===== src/hdl/sdtx_defs.svh =====
// constants for the sdi transmit payload identifier inserter
//
// Notes on behaviour
// - SD single standard: valid strobe repeats one high, four low, one high, five low.
// - HD, 3G and HD dual link single standard: valid strobe held high.
// - dual rate: SD cadence for SD, one high one low for HD.
// - multi rate: SD cadence, HD alternating, 3G/6G/12G held high.
// - generated valid strobe may be looped back as the input valid.
// - HD dual link: link B valid strobe has identical timing to link A.
// - 20 bits per interface; link B output only in HD dual link.
// - user drives link B line number for 3G, dual link, triple, multi rate.
// - existing identifier replaced only while overwrite is asserted, else left untouched; only link A luma is checked, so one on link B alone is overwritten.
// - insertion enabled: four link A identifier bytes go into link A packet.
// - link B modes: four separate link B bytes go into link B.
// - output a 3-bit code of the standard being transmitted.
// - four 20-bit interfaces in multi rate mode, one otherwise.
`ifndef SDTX_DEFS_SVH
`define SDTX_DEFS_SVH

// ----------------------------------------------------------------
// widths
// ----------------------------------------------------------------
`define SDTX_LW        20
`define SDTX_DW        80
`define SDTX_LNW       11
`define SDTX_BW        8

// ----------------------------------------------------------------
// valid cadence counter
// ----------------------------------------------------------------
`define SDTX_SD_LAST   4'hA
`define SDTX_SD_SECOND 4'h5
`define SDTX_HD_LAST   4'h1

// ----------------------------------------------------------------
// standard codes
// ----------------------------------------------------------------
`define SDTX_STD_SD    3'h0
`define SDTX_STD_HD    3'h1
`define SDTX_STD_3GA   3'h3

// ----------------------------------------------------------------
// identifier packet words and timing reference positions
// ----------------------------------------------------------------
`define SDTX_ADF0      10'h000
`define SDTX_ADF1      10'h3FF
`define SDTX_DID       10'h241
`define SDTX_SDID      10'h101
`define SDTX_DC        10'h004
`define SDTX_PKT_LAST  4'hA
`define SDTX_XYZ_POS   4'h3
`define SDTX_XYZ_H     16
`define SDTX_XYZ_F     18

`endif


===== src/hdl/sdtx_pkg.sv =====
// types for the sdi transmit payload identifier inserter
package sdtx_pkg;

   // ----------------------------------------------------------------
   // core configuration and insertion sequencer states
   // ----------------------------------------------------------------
   typedef enum logic [2:0] {
      SDTX_SD_ONLY,
      SDTX_HD_ONLY,
      SDTX_G3_ONLY,
      SDTX_HD_DUAL,
      SDTX_DUAL_RATE,
      SDTX_TRIPLE_RATE,
      SDTX_MULTI_RATE
   } sdtx_mode_type;

   typedef enum logic [1:0] {
      SDTX_IDLE,
      SDTX_TRS,
      SDTX_INS
   } sdtx_state_type;

endpackage


===== src/hdl/sdtx_vpid_insert.sv =====
// sdi transmit payload identifier inserter with valid cadence generator
`timescale 1ns/10ps
`include "sdtx_defs.svh"

module sdtx_vpid_insert (
   input  wire logic                   mclk,
   input  wire logic                   sys_rst,
   input  wire sdtx_pkg::sdtx_mode_type core_mode,
   input  wire logic [2:0]             std_select_in,
   input  wire logic                   insert_enable,
   input  wire logic                   overwrite_enable,
   input  wire logic [`SDTX_DW-1:0]    video_in,
   input  wire logic [`SDTX_LW-1:0]    video_in_b,
   input  wire logic                   video_valid_in,
   input  wire logic                   trs_marker,
   input  wire logic [`SDTX_LNW-1:0]   link_a_line_number_in,
   input  wire logic [`SDTX_LNW-1:0]   link_b_line_number_in,
   input  wire logic [`SDTX_LNW-1:0]   ident_line_field_zero,
   input  wire logic [`SDTX_LNW-1:0]   ident_line_field_one,
   input  wire logic [`SDTX_BW-1:0]    payload_ident_first_byte,
   input  wire logic [`SDTX_BW-1:0]    payload_ident_second_byte,
   input  wire logic [`SDTX_BW-1:0]    payload_ident_third_byte,
   input  wire logic [`SDTX_BW-1:0]    payload_ident_fourth_byte,
   input  wire logic [`SDTX_BW-1:0]    link_b_ident_first_byte,
   input  wire logic [`SDTX_BW-1:0]    link_b_ident_second_byte,
   input  wire logic [`SDTX_BW-1:0]    link_b_ident_third_byte,
   input  wire logic [`SDTX_BW-1:0]    link_b_ident_fourth_byte,
   output logic      [`SDTX_DW-1:0]    video_out_r,
   output logic      [`SDTX_LW-1:0]    video_out_b_r,
   output logic                        valid_out_r,
   output logic                        valid_out_b_r,
   output logic      [2:0]             std_out_r
);

   // ----------------------------------------------------------------
   // packet word helpers
   // ----------------------------------------------------------------

   // user word: even parity in bit 8, its inverse in bit 9
   function automatic logic [9:0] udw_word(input logic [7:0] b);
      udw_word = {~(^b), ^b, b};
   endfunction

   // word idx of the eleven-word identifier packet
   function automatic logic [9:0] pkt_word(input logic [3:0] idx,
                                           input logic [7:0] b1,
                                           input logic [7:0] b2,
                                           input logic [7:0] b3,
                                           input logic [7:0] b4);
      logic [8:0] sum;
      sum = 9'(`SDTX_DID) + 9'(`SDTX_SDID) + 9'(`SDTX_DC) + 9'(udw_word(b1))
            + 9'(udw_word(b2)) + 9'(udw_word(b3)) + 9'(udw_word(b4));
      unique case (idx)
         4'h0:    pkt_word = `SDTX_ADF0;
         4'h1:    pkt_word = `SDTX_ADF1;
         4'h2:    pkt_word = `SDTX_ADF1;
         4'h3:    pkt_word = `SDTX_DID;
         4'h4:    pkt_word = `SDTX_SDID;
         4'h5:    pkt_word = `SDTX_DC;
         4'h6:    pkt_word = udw_word(b1);
         4'h7:    pkt_word = udw_word(b2);
         4'h8:    pkt_word = udw_word(b3);
         4'h9:    pkt_word = udw_word(b4);
         default: pkt_word = {~sum[8], sum};
      endcase
   endfunction

   // ----------------------------------------------------------------
   // standard carried and cadence selection
   // ----------------------------------------------------------------
   logic [2:0]  std_sel;
   logic        has_b;
   logic        sd_now;
   logic        hd_half;
   logic [3:0]  cad_r;
   logic [3:0]  cad_last;
   logic        valid_nxt;

   // sd, hd and hd dual link configurations force their own code; the others, 3G included, follow the user select
   always_comb begin
      has_b = 1'b1;
      unique case (core_mode)
         sdtx_pkg::SDTX_SD_ONLY: begin
            std_sel = `SDTX_STD_SD;
            has_b   = 1'b0;
         end
         sdtx_pkg::SDTX_HD_ONLY: begin
            std_sel = `SDTX_STD_HD;
            has_b   = 1'b0;
         end
         sdtx_pkg::SDTX_HD_DUAL: std_sel = `SDTX_STD_HD;
         sdtx_pkg::SDTX_DUAL_RATE: begin
            std_sel = std_select_in;
            has_b   = 1'b0;
         end
         sdtx_pkg::SDTX_G3_ONLY,
         sdtx_pkg::SDTX_TRIPLE_RATE,
         sdtx_pkg::SDTX_MULTI_RATE: std_sel = std_select_in;
         default: begin
            std_sel = `SDTX_STD_SD;
            has_b   = 1'b0;
         end
      endcase
   end

   // hd inside a switchable core runs at half the word rate
   assign sd_now   = (std_sel == `SDTX_STD_SD) && (core_mode != sdtx_pkg::SDTX_G3_ONLY);
   assign hd_half  = (std_sel == `SDTX_STD_HD) && (core_mode == sdtx_pkg::SDTX_DUAL_RATE
                     || core_mode == sdtx_pkg::SDTX_TRIPLE_RATE
                     || core_mode == sdtx_pkg::SDTX_MULTI_RATE);
   assign cad_last = sd_now ? `SDTX_SD_LAST : `SDTX_HD_LAST;
   assign valid_nxt = sd_now ? (cad_r == 4'h0 || cad_r == `SDTX_SD_SECOND)
                    : hd_half ? (cad_r == 4'h0)
                    : 1'b1;

   // cadence counter; >= lets a standard change restart it cleanly
   always_ff @(posedge mclk) begin
      if (sys_rst) begin
         cad_r <= 4'h0;
      end else if (cad_r >= cad_last) begin
         cad_r <= 4'h0;
      end else begin
         cad_r <= cad_r + 4'h1;
      end
   end

   // both strobes come from one term so they cannot drift apart
   always_ff @(posedge mclk) begin
      if (sys_rst) begin
         valid_out_r   <= 1'b1;
         valid_out_b_r <= 1'b1;
      end else begin
         valid_out_r   <= valid_nxt;
         valid_out_b_r <= (core_mode == sdtx_pkg::SDTX_HD_DUAL) && valid_nxt;
      end
   end

   // standard code toward the transceiver
   always_ff @(posedge mclk) begin
      if (sys_rst) begin
         std_out_r <= `SDTX_STD_SD;
      end else begin
         std_out_r <= std_sel;
      end
   end

   // ----------------------------------------------------------------
   // insertion sequencer
   // ----------------------------------------------------------------
   sdtx_pkg::sdtx_state_type st_r;
   logic [3:0]  pos_r;
   logic        trs_d_r;
   logic        ins_a_r;
   logic        ins_b_r;
   logic        trs_rise;
   logic [`SDTX_LNW-1:0] field_line;
   logic        hit_a;
   logic        hit_b;
   logic        present;
   logic        keep;
   logic        put;

   // xyz word carries the field and eav/sav flags in the luma lane
   assign trs_rise   = trs_marker && !trs_d_r;
   assign field_line = video_in[`SDTX_XYZ_F] ? ident_line_field_one : ident_line_field_zero;
   assign hit_a      = insert_enable && (link_a_line_number_in == field_line);
   assign hit_b      = insert_enable && has_b && (link_b_line_number_in == field_line);
   // a packet already in the stream starts with the first flag word
   assign present    = (video_in[19:10] == `SDTX_ADF0);
   assign keep       = (pos_r == 4'h0) && present && !overwrite_enable;
   assign put        = (st_r == sdtx_pkg::SDTX_INS) && video_valid_in && !keep;

   // edge of marker only: a two-cycle marker must not start two sequences
   always_ff @(posedge mclk) begin
      if (sys_rst) begin
         trs_d_r <= 1'b0;
      end else begin
         trs_d_r <= trs_marker;
      end
   end

   // words are counted on the valid strobe so the sd cadence is respected
   always_ff @(posedge mclk) begin
      if (sys_rst) begin
         st_r    <= sdtx_pkg::SDTX_IDLE;
         pos_r   <= 4'h0;
         ins_a_r <= 1'b0;
         ins_b_r <= 1'b0;
      end else begin
         unique case (st_r)
            sdtx_pkg::SDTX_IDLE: begin
               if (trs_rise) begin
                  st_r  <= sdtx_pkg::SDTX_TRS;
                  pos_r <= 4'h1;
               end
            end
            sdtx_pkg::SDTX_TRS: begin
               if (video_valid_in && pos_r == `SDTX_XYZ_POS) begin
                  pos_r <= 4'h0;
                  if (video_in[`SDTX_XYZ_H] && (hit_a || hit_b)) begin
                     st_r    <= sdtx_pkg::SDTX_INS;
                     ins_a_r <= hit_a;
                     ins_b_r <= hit_b;
                  end else begin
                     st_r <= sdtx_pkg::SDTX_IDLE;
                  end
               end else if (video_valid_in) begin
                  pos_r <= pos_r + 4'h1;
               end
            end
            sdtx_pkg::SDTX_INS: begin
               if (video_valid_in && (keep || pos_r == `SDTX_PKT_LAST)) begin
                  st_r  <= sdtx_pkg::SDTX_IDLE;
                  pos_r <= 4'h0;
               end else if (video_valid_in) begin
                  pos_r <= pos_r + 4'h1;
               end
            end
         endcase
      end
   end

   // ----------------------------------------------------------------
   // output data path
   // ----------------------------------------------------------------
   logic [`SDTX_DW-1:0] out_nxt;
   logic [`SDTX_LW-1:0] out_b_nxt;

   // unused lanes read as zero; link B rides dual link output or the chroma half
   always_comb begin
      if (core_mode == sdtx_pkg::SDTX_MULTI_RATE) begin
         out_nxt = video_in;
      end else begin
         out_nxt = {{(`SDTX_DW-`SDTX_LW){1'b0}}, video_in[`SDTX_LW-1:0]};
      end
      out_b_nxt = (core_mode == sdtx_pkg::SDTX_HD_DUAL) ? video_in_b : '0;
      if (put && ins_a_r) begin
         out_nxt[19:10] = pkt_word(pos_r, payload_ident_first_byte, payload_ident_second_byte,
                                   payload_ident_third_byte, payload_ident_fourth_byte);
      end
      if (put && ins_b_r && core_mode == sdtx_pkg::SDTX_HD_DUAL) begin
         out_b_nxt[19:10] = pkt_word(pos_r, link_b_ident_first_byte, link_b_ident_second_byte,
                                     link_b_ident_third_byte, link_b_ident_fourth_byte);
      end else if (put && ins_b_r) begin
         out_nxt[9:0] = pkt_word(pos_r, link_b_ident_first_byte, link_b_ident_second_byte,
                                 link_b_ident_third_byte, link_b_ident_fourth_byte);
      end
   end

   // one cycle of latency on the whole stream
   always_ff @(posedge mclk) begin
      if (sys_rst) begin
         video_out_r   <= '0;
         video_out_b_r <= '0;
      end else begin
         video_out_r   <= out_nxt;
         video_out_b_r <= out_b_nxt;
      end
   end
endmodule


===== config.mk =====
export PLATFORM = sky130hd
export DESIGN_NAME = sdtx_vpid_insert
export DESIGN_NICKNAME = d
export VERILOG_FILES = /design/src/hdl/sdtx_pkg.sv /design/src/hdl/sdtx_vpid_insert.sv
export VERILOG_INCLUDE_DIRS = /design/src /design/src/hdl
export SDC_FILE = /design/constraint.sdc
export NUM_CORES = 1
export LEC_CHECK = 0
export ABC_CLOCK_PERIOD_IN_PS = 3700
export BUFFER_PORTS_ARGS = -buffer_cell sky130_fd_sc_hd__buf_2
export CORE_MARGIN = 5
export CORE_UTILIZATION = 39
export DETAILED_ROUTE_END_ITERATION = 8
export PLACE_DENSITY = 0.73
export REMOVE_ABC_BUFFERS = 1
export SYNTH_ARGS = -nofsm -noshare
export SYNTH_HDL_FRONTEND = slang
export SYNTH_SLANG_ARGS = --single-unit

===== constraint.sdc =====
create_clock -name mclk -period 3.7 [get_ports mclk]
set_input_delay 0.74 -clock mclk [delete_from_list [all_inputs] [get_ports mclk]]
set_output_delay 0.74 -clock mclk [all_outputs]
set_load 0.02 [all_outputs]

==> summary.txt <==
Run status
  – Status: finished clean

Floorplan
  – Vertical extent of the die: 145.5 µm
  – Initial standard-cell utilization of the core: 39.73%
  – Die Footprint: 21170 µm²
  – Overall die width: 145.5 µm
  – Top-Level Pins: 325
  – Rows: 49
  – Floorplan core area: 18020 µm²

Clock tree
  – Clock-pin slew reported for the worst setup and hold paths after clock tree synthesis: 0.06 ns
  – Clock tree from TritonCTS: yes
  – Clock buffer depth: 2
  – CTS buffer count: 17
  – Clock insertion delay at the later pin of the skew report: 0.42 ns
  – Count of H-tree levels built during CTS: 4
  – Cell at the root of the clock tree: sky130_fd_sc_hd__clkbuf_16
  – Clock sink total: 118

Job
  – Max-cap violations: 0

Routing
  – Highest Signal Layer: met4
  – Antenna-violating nets left: 0
  – Met3 Routed Length: 1.864 mm
  – Number of design-rule violations left by the first detailed-router iteration: 472
  – Number of detailed-routing iterations run before antenna repair: 7
  – Routed wire per std cell: 16.91 µm
  – Met2 wire len: 11.78 mm
  – Vias after detailed routing: 6937
  – Number of DRC violations after detailed routing: 0
  – Average via count per standard cell: 4.962
  – Post-detailed-routing wire length: 23.64 mm
  – Met1 Routed Length: 9.483 mm

Critical path
  – Delay contributed by the slowest stage of the critical path: 0.46 ns
  – Worst Setup End Kind: flop
  – R2R Setup Slk: 1.00 ns
  – Cell count of the worst reg-to-reg path: 10
  – Reg-to-reg endpoint: video_out_r[5]
  – Req. time, crit path: 4.05 ns
  – Worst endpoint data arrival time: 3.87 ns
  – Slowest stage cell, crit path: sky130_fd_sc_hd__fa_1
  – CP startpoint kind: primary input
  – Startpoint-to-endpoint class of the critical path: primary input to flop
  – Critical path peak fanout: 2
  – Critical path cell sequence: buf_6 > inv_2 > ha_4 > inv_2 > fa_1 > inv_1 > fa_1 > inv_1 > ha_2 > inv_2 > fa_2 > nor2b_2 > buf_4 > buf_4 > o21ai_1 > nand2_1 > o21ai_2 > a32oi_2 > buf_4 > nand2_2 > a21oi_2
  – Startpoint of the worst-slack reg-to-reg timing path: pos_r[0]

Pwr
  – Maximum ir drop on the vdd rail: 411.7 µV
  – Leakage power of the design: 5.097 nW
  – Power density normalized to cell area: 450.5 nW/µm²

GRT
  – Overall overflow remaining after global route: 0
  – Antenna violations before repair: 1
  – Vias in the first global route: 6944
  – Overall fraction of global-route tracks in use: 21.63%
  – First-pass GRT wire length: 37.13 mm
  – Maximum number of pins on one net before global-route repair: 61

Layout
  – Total number of nets in the final design: 1448
  – Post-layout instance area: 10050 µm²
  – Leading cell type in the layout, fill and taps excluded: sky130_fd_sc_hd__buf_2
  – Multi-input gate area in the final layout: 4375 µm²
  – Area Overhead vs Synth: 40.29%
  – Count of filler cells inserted in the layout: 1616
  – Sequential cell area: 2362 µm²
  – Fin cells: 1398
  – Highest-count cells in the layout ignoring fill and taps: 322 x sky130_fd_sc_hd__buf_2, 118 x sky130_fd_sc_hd__dfxtp_1, 85 x sky130_fd_sc_hd__inv_1
  – Share of cells above drive strength 1: 38.36%

Timing
  – Worst Max-Slew Pin Slew: 0.9229 ns
  – Slack of the critical path: 0.1771 ns
  – Highest Clock Rate: 0.2839 GHz
  – Sum of negative setup slack: 0 ns
  – Final setup skew: 0.01251 ns
  – Final period demand of the worst path: 3.523 ns
  – Count of final max-slew check failures: 0
  – Final setup violation count: 0
  – Hold Worst Slack: 0.4773 ns
  – Endpoints failing hold: 0
  – Worst slew margin: 38.10%
  – Part of the cycle the worst path needs: 95.21%

Place
  – Pre-CTS worst setup slack: -0.6005 ns
  – Post-place instance area: 9363 µm²
  – Detailed placement HPWL: 19.41 mm
  – IO Port Bufs: 324
  – Count of placed standard cells including taps: 1360
  – Routability congestion estimate from global placement: 0.8907

Synthesis
  – Number of distinct library cells after synthesis: 67
  – Number of warnings printed during yosys synthesis: 0
  – Post-synthesis instance total: 783
  – FF+latch count, synth: 118
  – Post-synthesis area per instance: 9.147 µm²
  – Synth Flop Type: sky130_fd_sc_hd__dfxtp_1
  – Number of flops mapped to enable cells by yosys: 0
  – Async SR Flop Fraction: 0%
  – Post-synthesis sequential area ratio: 32.98%
  – Mapped cell area: 7162 µm²

Hold path
  – Hold wc startpoint: ins_a_r
  – Worst-case hold path end point: ins_a_r
  – Number of stages on the worst hold path: 2
  – Hold Crit Class: flop to flop
==> routing by layer <==
| layer | up-vias | global-route usage, % |
|---|---|---|
| li1 | 3349 | - |
| met1 | 3222 | 26.34 |
| met2 | 330 | 38.03 |
| met3 | 36 | 4.827 |
| met4 | 0 | 6.763 |
| met5 | - | 0 |
==> synthesized netlist by cell type, drive strengths merged, types with 12 or more instances <==
master | n | share of area [%]
buf | 12 | 1.0
xnor2 | 60 | 7.3
inv | 89 | 4.7
a21oi | 35 | 2.5
xor2 | 33 | 4.0
nor2 | 47 | 2.5
dfxtp | 118 | 33
o21ai | 22 | 1.6
fa | 32 | 8.9
nand3 | 14 | 0.98
ha | 41 | 7.2
clkbuf | 22 | 1.2
nand2 | 38 | 2.0
a22oi | 20 | 2.1
nor3 | 19 | 1.4
and2 | 72 | 6.3
==> critical path, delay by kind of cell <==
kind	cells	cell delay, ns
AOI/OAI and AO/OA	4	0.47
adders and majority gates	5	1.70
buffers and inverters	9	0.66
and+or+nand+nor	3	0.28
==> final cells by class <==
type / instances / share of cell area, %
diodes: 1 / 0.02491
clock buffers: 17 / 4.234
clock inverters: 15 / 1.532
inverters: 89 / 3.325
multi-input cells: 542 / 43.55
flip-flops and latches: 118 / 23.51
well taps: 229 / 2.852
repair buffers: 387 / 20.97
==> metrics by stage <==
step	util [%]	power (mW)
3_5_place_dp	51.94	2.843
4_1_cts	55.28	4.495
3_3_place_gp	51.94	2.811
6_report	55.74	4.526
2_1_floorplan	-	2.319
5_1_grt	55.74	4.789
==> worst max path at each step <==
stage | from | end | slack [ns] | cells after the start
floorplan | payload_ident_second_byte[2] | video_out_r[18] | -0.28 | 16
global placement | payload_ident_second_byte[2] | video_out_r[18] | -0.54 | 17
detailed placement | payload_ident_second_byte[2] | video_out_r[18] | -0.60 | 17
CTS | payload_ident_second_byte[2] | video_out_r[18] | 0.0002 | 17
global route | link_b_ident_first_byte[2] | video_out_b_r[16] | -0.03 | 21
finish | link_b_ident_second_byte[2] | video_out_b_r[16] | 0.18 | 21
==> state kept, by name (all words and copies together) (netlist names) <==
| register | count |
|---|---|
| cad_r | 4 |
| valid_out_b_r | 1 |
| ins_a_r | 1 |
| std_out_r | 3 |
| trs_d_r | 1 |
| video_out_b_r | 20 |
| valid_out_r | 1 |
| st_r | 2 |
| video_out_r | 80 |
| pos_r | 4 |
| ins_b_r | 1 |
==> timing repair <==
action	in CTS	in global routing
setup buffers	2	3
setup endpoints to repair	3	7
pin swaps	3	13
hold buffers	0	0
gates resized for setup	2	21
==> cells by family after synthesis <==
logic type,synth area share [%]
compound gates,12.77
xor+xnor,12.63
fa+ha+maj,16.11
buf+inv,6.866
flops,32.98
mux,1.590
simple gates,17.05
==> where the power goes <==
part / leakage [nW] / total [mW] / internal, mW / switching, mW
Sequential: 0.962 / 1.33 / 1.31 / 0.0197
Combinational: 3.86 / 1.60 / 0.809 / 0.790
Clock: 0.279 / 1.60 / 0.898 / 0.698
Total: 5.10 / 4.53 / 3.02 / 1.51
(Power assumes the default switching activity.)
